==> src/design/adcps_defs.svh <==
// constants for the conversion-select power mode sequencer
`ifndef ADCPS_DEFS_SVH
`define ADCPS_DEFS_SVH

// clock rate and documented times
`define ADCPS_CLK_MHZ 40
`define ADCPS_PARTIAL_WAKE_NS 200
`define ADCPS_FULL_WAKE_MS 6
// least wake times, rounded up to whole cycles
`define ADCPS_PARTIAL_WAKE_CYC ((`ADCPS_PARTIAL_WAKE_NS * `ADCPS_CLK_MHZ + 999) / 1000)
`define ADCPS_FULL_WAKE_CYC (`ADCPS_FULL_WAKE_MS * `ADCPS_CLK_MHZ * 1000)

// serial-clock falling edge counts since chip select fell
`define ADCPS_CNT_GLITCH 6'h02
`define ADCPS_CNT_NORMAL 6'h0A
`define ADCPS_CNT_RESULT 6'h10
`define ADCPS_CNT_TRAIL 6'h11
`define ADCPS_CNT_DUAL 6'h20

// widths
`define ADCPS_RES_W 14
`define ADCPS_FRAME_W 32
`define ADCPS_WAKE_W 18

// pin reset value and two-bit frame zero fill
`define ADCPS_PINS_IDLE 2'h2
`define ADCPS_ZERO2 2'h0

`endif

==> src/design/adcps_pkg.sv <==
// types shared by the power mode sequencer files
package adcps_pkg;
    // power modes, one-hot
    typedef enum logic [2:0] {
        ADCPS_NORMAL = 3'h1,
        ADCPS_PARTIAL = 3'h2,
        ADCPS_FULL = 3'h4
    } adcps_mode_t;

    // serial port pins from the host
    typedef struct packed {
        logic cs_n;
        logic sclk;
    } adcps_pins_t;

    // one result from each converter
    typedef struct packed {
        logic [13:0] res_a;
        logic [13:0] res_b;
    } adcps_result_t;
endpackage

==> src/design/adcps_pin_sync.sv <==
// two-flop synchroniser for the serial port pins
`timescale 1ns/1ps
`include "adcps_defs.svh"
module adcps_pin_sync
    import adcps_pkg::*;
(
    input wire logic ref_clk_in,
    input wire logic rst_in,
    input wire adcps_pins_t pins_in,
    output adcps_pins_t pins_out
);
    adcps_pins_t meta_reg;
    adcps_pins_t sync_reg;

    // first stage feeds only the second; idle is chip select high
    always_ff @(posedge ref_clk_in or posedge rst_in) begin
        if (rst_in) begin
            meta_reg <= `ADCPS_PINS_IDLE;
            sync_reg <= `ADCPS_PINS_IDLE;
        end else begin
            meta_reg <= pins_in;
            sync_reg <= meta_reg;
        end
    end

    assign pins_out = sync_reg;
endmodule // adcps_pin_sync

==> src/design/adcps_wake_timer.sv <==
// power-up countdown, ready flag held in a register
`timescale 1ns/1ps
`include "adcps_defs.svh"
module adcps_wake_timer (
    input wire logic ref_clk_in,
    input wire logic rst_in,
    input wire logic start_in,
    input wire logic abort_in,
    input wire logic [`ADCPS_WAKE_W-1:0] load_in,
    output logic ready_out
);
    logic [`ADCPS_WAKE_W-1:0] cnt_reg;
    logic ready_reg;
    wire last_tick = (cnt_reg == `ADCPS_WAKE_W'(1));

    // abort wins so an early chip select rise powers straight down again
    always_ff @(posedge ref_clk_in or posedge rst_in) begin
        if (rst_in) begin
            cnt_reg <= '0;
            ready_reg <= 1'b1;
        end else if (abort_in) begin
            cnt_reg <= '0;
            ready_reg <= 1'b0;
        end else if (start_in) begin
            cnt_reg <= load_in;
            ready_reg <= 1'b0;
        end else if (cnt_reg != '0) begin
            cnt_reg <= cnt_reg - `ADCPS_WAKE_W'(1);
            ready_reg <= last_tick;
        end
    end

    assign ready_out = ready_reg;
endmodule // adcps_wake_timer

==> src/design/adcps_sequencer.sv <==
// serial port power mode sequencer and data output control
`timescale 1ns/1ps
`include "adcps_defs.svh"
module adcps_sequencer
    import adcps_pkg::*;
#(
    parameter int FULL_WAKE_CYCLES = `ADCPS_FULL_WAKE_CYC
) (
    input wire logic ref_clk_in,
    input wire logic rst_in,
    input wire logic cs_n_in,
    input wire logic sclk_in,
    input wire adcps_result_t conv_result_in,
    output logic data_out_a_out,
    output logic data_out_a_oe_n_out,
    output logic data_out_b_out,
    output logic data_out_b_oe_n_out,
    output logic sample_out,
    output logic hold_out,
    output adcps_mode_t mode_out,
    output logic ready_out
);
    // frame for one line: two zeros, own result, two zeros, other result
    function automatic logic [`ADCPS_FRAME_W-1:0] build_frame(
        input logic [`ADCPS_RES_W-1:0] own,
        input logic [`ADCPS_RES_W-1:0] other
    );
        build_frame = {`ADCPS_ZERO2, own, `ADCPS_ZERO2, other};
    endfunction

    // next power mode from the edge count at the chip select rise
    function automatic adcps_mode_t pick_mode(
        input adcps_mode_t cur,
        input logic [5:0] cnt
    );
        adcps_mode_t res;
        res = cur;
        if (cnt >= `ADCPS_CNT_NORMAL) begin
            res = ADCPS_NORMAL;
        end else if (cnt >= `ADCPS_CNT_GLITCH) begin
            // one step deeper per cut frame
            unique case (cur)
                ADCPS_NORMAL: res = ADCPS_PARTIAL;
                ADCPS_PARTIAL: res = ADCPS_FULL;
                ADCPS_FULL: res = ADCPS_FULL;
            endcase
        end
        pick_mode = res;
    endfunction

    adcps_pins_t pins_raw;
    adcps_pins_t pins_sync;
    adcps_pins_t pins_prev_reg;
    logic [5:0] cnt_reg;
    logic [5:0] cnt_next;
    logic [`ADCPS_FRAME_W-1:0] shift_a_reg;
    logic [`ADCPS_FRAME_W-1:0] shift_b_reg;
    adcps_result_t last_res_reg;
    logic oe_n_reg;
    logic sample_reg;
    logic hold_reg;
    logic waking_reg;
    adcps_mode_t mode_reg;
    adcps_mode_t mode_next;
    logic wake_ready;

    assign pins_raw = '{cs_n: cs_n_in, sclk: sclk_in};

    adcps_pin_sync u_sync (
        .ref_clk_in(ref_clk_in),
        .rst_in(rst_in),
        .pins_in(pins_raw),
        .pins_out(pins_sync)
    );

    // edge detection on the synchronised pins
    wire cs_fall = pins_prev_reg.cs_n & ~pins_sync.cs_n;
    wire cs_rise = ~pins_prev_reg.cs_n & pins_sync.cs_n;
    wire cs_low = ~pins_sync.cs_n;
    // serial edges in the fall cycle are dropped so the first bit cannot shift early
    wire sclk_fall = pins_prev_reg.sclk & ~pins_sync.sclk & cs_low & ~cs_fall;
    wire sclk_rise = ~pins_prev_reg.sclk & pins_sync.sclk & cs_low & ~cs_fall;
    wire sat = (cnt_reg == `ADCPS_CNT_DUAL);
    assign cnt_next = sat ? cnt_reg : cnt_reg + 6'h01;
    assign mode_next = pick_mode(mode_reg, cnt_reg);
    wire wake_abort = cs_rise & (mode_next != ADCPS_NORMAL);
    wire wake_start = cs_fall & (mode_reg != ADCPS_NORMAL);
    wire [`ADCPS_WAKE_W-1:0] wake_load = (mode_reg == ADCPS_FULL) ?
        `ADCPS_WAKE_W'(FULL_WAKE_CYCLES) : `ADCPS_WAKE_W'(`ADCPS_PARTIAL_WAKE_CYC);

    adcps_wake_timer u_wake (
        .ref_clk_in(ref_clk_in),
        .rst_in(rst_in),
        .start_in(wake_start),
        .abort_in(wake_abort),
        .load_in(wake_load),
        .ready_out(wake_ready)
    );

    // pin history for edge detection
    always_ff @(posedge ref_clk_in or posedge rst_in) begin
        if (rst_in) begin
            pins_prev_reg <= `ADCPS_PINS_IDLE;
        end else begin
            pins_prev_reg <= pins_sync;
        end
    end

    // edge counter restarts at each chip select fall
    always_ff @(posedge ref_clk_in or posedge rst_in) begin
        if (rst_in) begin
            cnt_reg <= '0;
        end else if (cs_fall) begin
            cnt_reg <= '0;
        end else if (sclk_fall) begin
            cnt_reg <= cnt_next;
        end
    end

    // sample at the fall; the previous result goes out this frame
    always_ff @(posedge ref_clk_in or posedge rst_in) begin
        if (rst_in) begin
            last_res_reg <= '0;
            sample_reg <= 1'b0;
        end else begin
            sample_reg <= cs_fall;
            if (cs_fall) begin
                last_res_reg <= conv_result_in;
            end
        end
    end

    // trailing zeros and other result follow from the frame layout
    always_ff @(posedge ref_clk_in or posedge rst_in) begin
        if (rst_in) begin
            shift_a_reg <= '0;
            shift_b_reg <= '0;
        end else if (cs_fall) begin
            shift_a_reg <= build_frame(last_res_reg.res_a, last_res_reg.res_b);
            shift_b_reg <= build_frame(last_res_reg.res_b, last_res_reg.res_a);
        end else if (sclk_fall) begin
            shift_a_reg <= {shift_a_reg[`ADCPS_FRAME_W-2:0], 1'b0};
            shift_b_reg <= {shift_b_reg[`ADCPS_FRAME_W-2:0], 1'b0};
        end
    end

    // float on rise or 32nd falling edge
    // aborts float on the rise too
    // full result stays driven until the rise
    always_ff @(posedge ref_clk_in or posedge rst_in) begin
        if (rst_in) begin
            oe_n_reg <= 1'b1;
        end else if (cs_rise) begin
            oe_n_reg <= 1'b1;
        end else if (cs_fall) begin
            oe_n_reg <= 1'b0;
        end else if (sclk_fall && cnt_next == `ADCPS_CNT_DUAL) begin
            oe_n_reg <= 1'b1;
        end
    end

    // mode changes on the rise itself, no further clocks needed
    always_ff @(posedge ref_clk_in or posedge rst_in) begin
        if (rst_in) begin
            mode_reg <= ADCPS_NORMAL;
        end else if (cs_rise) begin
            mode_reg <= mode_next;
        end
    end

    // hold at the fall, track after 16 edges or first edge of a partial wake
    always_ff @(posedge ref_clk_in or posedge rst_in) begin
        if (rst_in) begin
            hold_reg <= 1'b0;
            waking_reg <= 1'b0;
        end else if (cs_fall) begin
            hold_reg <= 1'b1;
            waking_reg <= (mode_reg == ADCPS_PARTIAL);
        end else if (cs_rise) begin
            hold_reg <= 1'b0;
            waking_reg <= 1'b0;
        end else if (waking_reg && (sclk_fall || sclk_rise)) begin
            hold_reg <= 1'b0;
            waking_reg <= 1'b0;
        end else if (sclk_rise && cnt_reg >= `ADCPS_CNT_RESULT) begin
            hold_reg <= 1'b0;
        end
    end

    assign data_out_a_out = shift_a_reg[`ADCPS_FRAME_W-1];
    assign data_out_b_out = shift_b_reg[`ADCPS_FRAME_W-1];
    assign data_out_a_oe_n_out = oe_n_reg;
    assign data_out_b_oe_n_out = oe_n_reg;
    assign sample_out = sample_reg;
    assign hold_out = hold_reg;
    assign mode_out = mode_reg;
    assign ready_out = wake_ready;
endmodule // adcps_sequencer

==> config.mk <==
export PLATFORM = sky130hd
export DESIGN_NAME = adcps_sequencer
export DESIGN_NICKNAME = d
export VERILOG_FILES = /design/src/design/adcps_pkg.sv /design/src/design/adcps_pin_sync.sv /design/src/design/adcps_wake_timer.sv /design/src/design/adcps_sequencer.sv
export VERILOG_INCLUDE_DIRS = /design/src /design/src/design
export SDC_FILE = /design/constraint.sdc
export NUM_CORES = 1
export LEC_CHECK = 0
export BUFFER_PORTS_ARGS = -buffer_cell sky130_fd_sc_hd__buf_2
export CORE_UTILIZATION = 62
export CTS_BUF_LIST = sky130_fd_sc_hd__clkbuf_8
export CTS_CLUSTER_DIAMETER = 200
export CTS_CLUSTER_SIZE = 14
export DETAILED_ROUTE_END_ITERATION = 10
export PLACE_DENSITY = 0.82
export RECOVER_POWER = 25
export SYNTH_ARGS = -nofsm -noshare
export SYNTH_HDL_FRONTEND = slang
export SYNTH_SLANG_ARGS = --single-unit
==> constraint.sdc <==
create_clock -name ref_clk_in -period 5.08 [get_ports ref_clk_in]
set_input_delay 0.508 -clock ref_clk_in [delete_from_list [all_inputs] [get_ports ref_clk_in]]
set_output_delay 0.508 -clock ref_clk_in [all_outputs]
set_load 0.005 [all_outputs]
==> results list <==
- Outcome: finished, violations left
- The final reports fail on max-capacitance violations, max-slew violations.
- Summed over all layers, the routed wires come to 11.31 mm.
- Origin of the critical flop-to-flop path: u_sync.pins_out[1]$_DFF_PP1_
- Part of the Yosys area used for sequential elements: 56.16%
* Total power divided by cell area: ~440 nW/um^2
- Number of fill cells: 659
* Number of maximum-capacitance constraint violations: 1
- Top cells by instance count after synthesis: sky130_fd_sc_hd__nand2_1, sky130_fd_sc_hd__dfrtp_1, sky130_fd_sc_hd__a31oi_1
* Antenna violations before repair: 0
- # port buffers: 41
* Max rail drop VDD: 0.2134 mV
- The clock net in this run drives a total of 130 sinks.
- Entering global routing, the biggest net connects 86 pins.
- Final-report hold violation count: 0
* Hold Path Class: in -> reg
- Overall via count from detail_route: 4339
- In the synthesized netlist the async set-or-reset flop fraction comes to 100.0%.
- Remaining antenna violation count: 0
- After layout, the worst setup slack is 2.071 ns.
- Number of enable-type register cells in the synthesized netlist: 0
* Cell type with the largest total area after synthesis: sky130_fd_sc_hd__dfrtp_1
- After synthesis, the cell types taking the most area are sky130_fd_sc_hd__dfrtp_1, sky130_fd_sc_hd__nand2_1, sky130_fd_sc_hd__a31oi_1.
- Area taken by flip-flops and latches: 3261 um^2
- Worst EP required: around 5.4 ns
- The multi-input combinational cells in the finished layout cover a total of around 2400 um^2.
- Synth Area per Inst: 9.873 um^2
- In this run the tightest slew margin relative to its limit is -139.2%.
- Compared with the post-synthesis result, the final layout area differs by 10.95%.
- Hold timing on the final database bottoms out at a slack of 0.1686 ns.
* Post-route insts no fill: 735
- Final HPWL from detailed placement: between 6 and 7 mm
- Of the cells placed in the final design, the portion with a size suffix greater than 1 is about a fifth.
* Max Clk Rate: 0.3324 GHz
- DR iter-0 viols: between 400 and 500
* Detailed-router iteration count before antenna repair: 7
- Once the clock tree was built, the setup fixing pass inserted 0 buffers.
* Launch point of the critical path: u_sync.pins_out[1]$_DFF_PP1_
- Die height: 98.77 um
- Overall global routing resource usage: 25.15%
- The first global-routing pass estimated ~19 mm of wire.
* Worst R2R Path Depth: 7
* Antenna Diode Count: 0
* Largest buffer count on any clock path: 2
- Among all flip-flop cells after synthesis, the most frequent one is sky130_fd_sc_hd__dfrtp_1.
- When the netlist entered floorplanning its net count stood at ~630.
- Measured slew at the worst slew-check pin: 3.568 ns
* Cell at the root of the clock tree: sky130_fd_sc_hd__clkbuf_8
- Synthesis produced a netlist whose cell count is 588.
- Setup violations remaining at the end of the flow were counted as 0.
- Worst Path Arrival: approximately 3.3 ns
- STA classifies the critical path endpoint as a flop.
* Final period utilization: 59.22%
- In this run, CTS created clock tree buffers numbering 17.
* Reg2reg setup slack: between 2 and 2.5 ns
- Number of levels in the clock H-tree: 4
* Area fraction of the dominant cell type after synthesis: a little over half
- Final worst path period need: 3.009 ns
* WHS Path Cells: 1
* Maximum clock skew at final layout: 0.009111 ns
- The die is 98.77 um wide.
- In the routed design, unresolved DRC markers number 0.
- The die covers ~10000 um^2.
- Slew Limit Fails: 86
- Reg clk slew, reported paths: about 0.070 ns
* Most common cell in the synthesized netlist: sky130_fd_sc_hd__nand2_1
- Nets@finish: 654
* TritonCTS clock tree: yes
- The initialized floorplan defines 34 standard-cell rows.
* Hold Buf Count CTS: 0
- Register bit total from synthesis: 130
* Initial cell density of the core: 65.30%
* Critical path type: reg -> reg
- Along the worst path, the maximum fanout reaches 79.
- The netlist uses 52 different library cells.
* Skew-Pair Late Insertion Delay: 0.43 ns
- Setup repair after global routing left no endpoint under its margin.
- Cells after DPL: 703
- Dividing the detail-routed via count by the number of cells gives 5.903.
- YS warnings: 0
* Leakage power of the design: 2.897 nW
- Ports placed on the boundary: 42
- The critical path ends at u_wake.cnt_reg[16]$_DFFE_PP0P_.
- Cell Area, Synth: 5806 um^2
- Adding up every negative setup slack in the final design gives 0 ns.
- Prior to clock tree synthesis, the placed netlist has a worst setup slack of 2.212 ns.
* Routability Congestion: 0.8817
* Aggregate global routing overflow: 0
- Post_cts resized: 0
- The via count of the first global-routing pass was about 4300.
* Routed len/inst: 15.39 um
* Core area: 8891 um^2
- The worst setup path is launched from a flop.
- The endpoint identified for the worst register-to-register timing path is u_wake.cnt_reg[16]$_DFFE_PP0P_.
* Post-layout power: 2.816 mW
[per-stage QoR]
stage / cell area (um^2) / utilization [%]
after floorplan: 5806 / -
after global placement: 6036 / 67.89
after detailed placement: 6036 / 67.89
after CTS: 6442 / 72.46
after global routing: 6441 / 72.45
final: 6441 / 72.45
[worst min-delay path by stage]
stage                                              end                    startpoint
after floorplan           u_sync.pins_out[0]$_DFF_PP0_  u_sync.meta_reg[0]$_DFF_PP0_
after global placement    u_sync.pins_out[0]$_DFF_PP0_  u_sync.meta_reg[0]$_DFF_PP0_
after detailed placement  u_sync.pins_out[0]$_DFF_PP0_  u_sync.meta_reg[0]$_DFF_PP0_
after CTS                 u_sync.meta_reg[1]$_DFF_PP1_                       cs_n_in
after global routing      u_sync.meta_reg[1]$_DFF_PP1_                       cs_n_in
final                     u_sync.meta_reg[1]$_DFF_PP1_                       cs_n_in
[cell usage in the layout, fill, tap and decap left out, drive strengths merged, types with 6 or more instances in the layout]
cell type  count
nand2        143
xor2           6
clkbuf        19
mux2          28
a21oi         22
ha             8
xnor2         10
inv           17
a31oi         54
buf           45
nor3           9
dfrtp        124
nor2          52
o21ai         12
dfstp          6
[report_power, final]
part           internal [mW]  switching (mW)  leakage [nW]  total, mW
registers               1.23           0.150          1.56       1.38
clock network          0.504           0.389         0.221      0.892
logic                  0.249           0.295          1.12      0.544
total                   1.98           0.833          2.90       2.82
[metal layers]
metal  up-vias  global-route usage, %  part of all wire (%)
met5         -                      0                     0
met4         0                  10.45                   1.5
met3        18                  6.879                   4.4
met2       132                  40.72                    49
met1      2120                  32.21                    45
li1       2069                      -                     -
[cell families (layout without fill, tap and decap cells)]
group	Yosys count	after routing	share of synthesized area [%]
AO/OA/AOI/OAI	108	108	11.75
XOR/XNOR	16	16	2.414
adder cells (fa/ha/maj)	8	8	1.724
buffers and inverters	51	90	3.513
flip-flops	130	130	56.16
multiplexers	33	33	6.293
AND/OR/NAND/NOR	242	242	18.15
[layout make-up]
cell class | instances | area share (%)
clock buffers | 19 | 4.060
clock inverters | 13 | 2.253
inverters | 13 | 0.7770
multi-input cells | 407 | 36.54
flip-flops and latches | 130 | 50.62
well taps | 108 | 2.098
repair buffers | 45 | 3.652
[critical path: stages (launching register included)]
cell and delay, ns:
sky130_fd_sc_hd__dfstp_1 0.60, sky130_fd_sc_hd__inv_1 0.13, sky130_fd_sc_hd__ha_2 0.21, sky130_fd_sc_hd__inv_2 0.85, sky130_fd_sc_hd__nor2_1 0.14, sky130_fd_sc_hd__or2_2 0.48
sky130_fd_sc_hd__and2_1 0.25, sky130_fd_sc_hd__a211oi_1 0.19
Power figures use the tool's default switching activity.
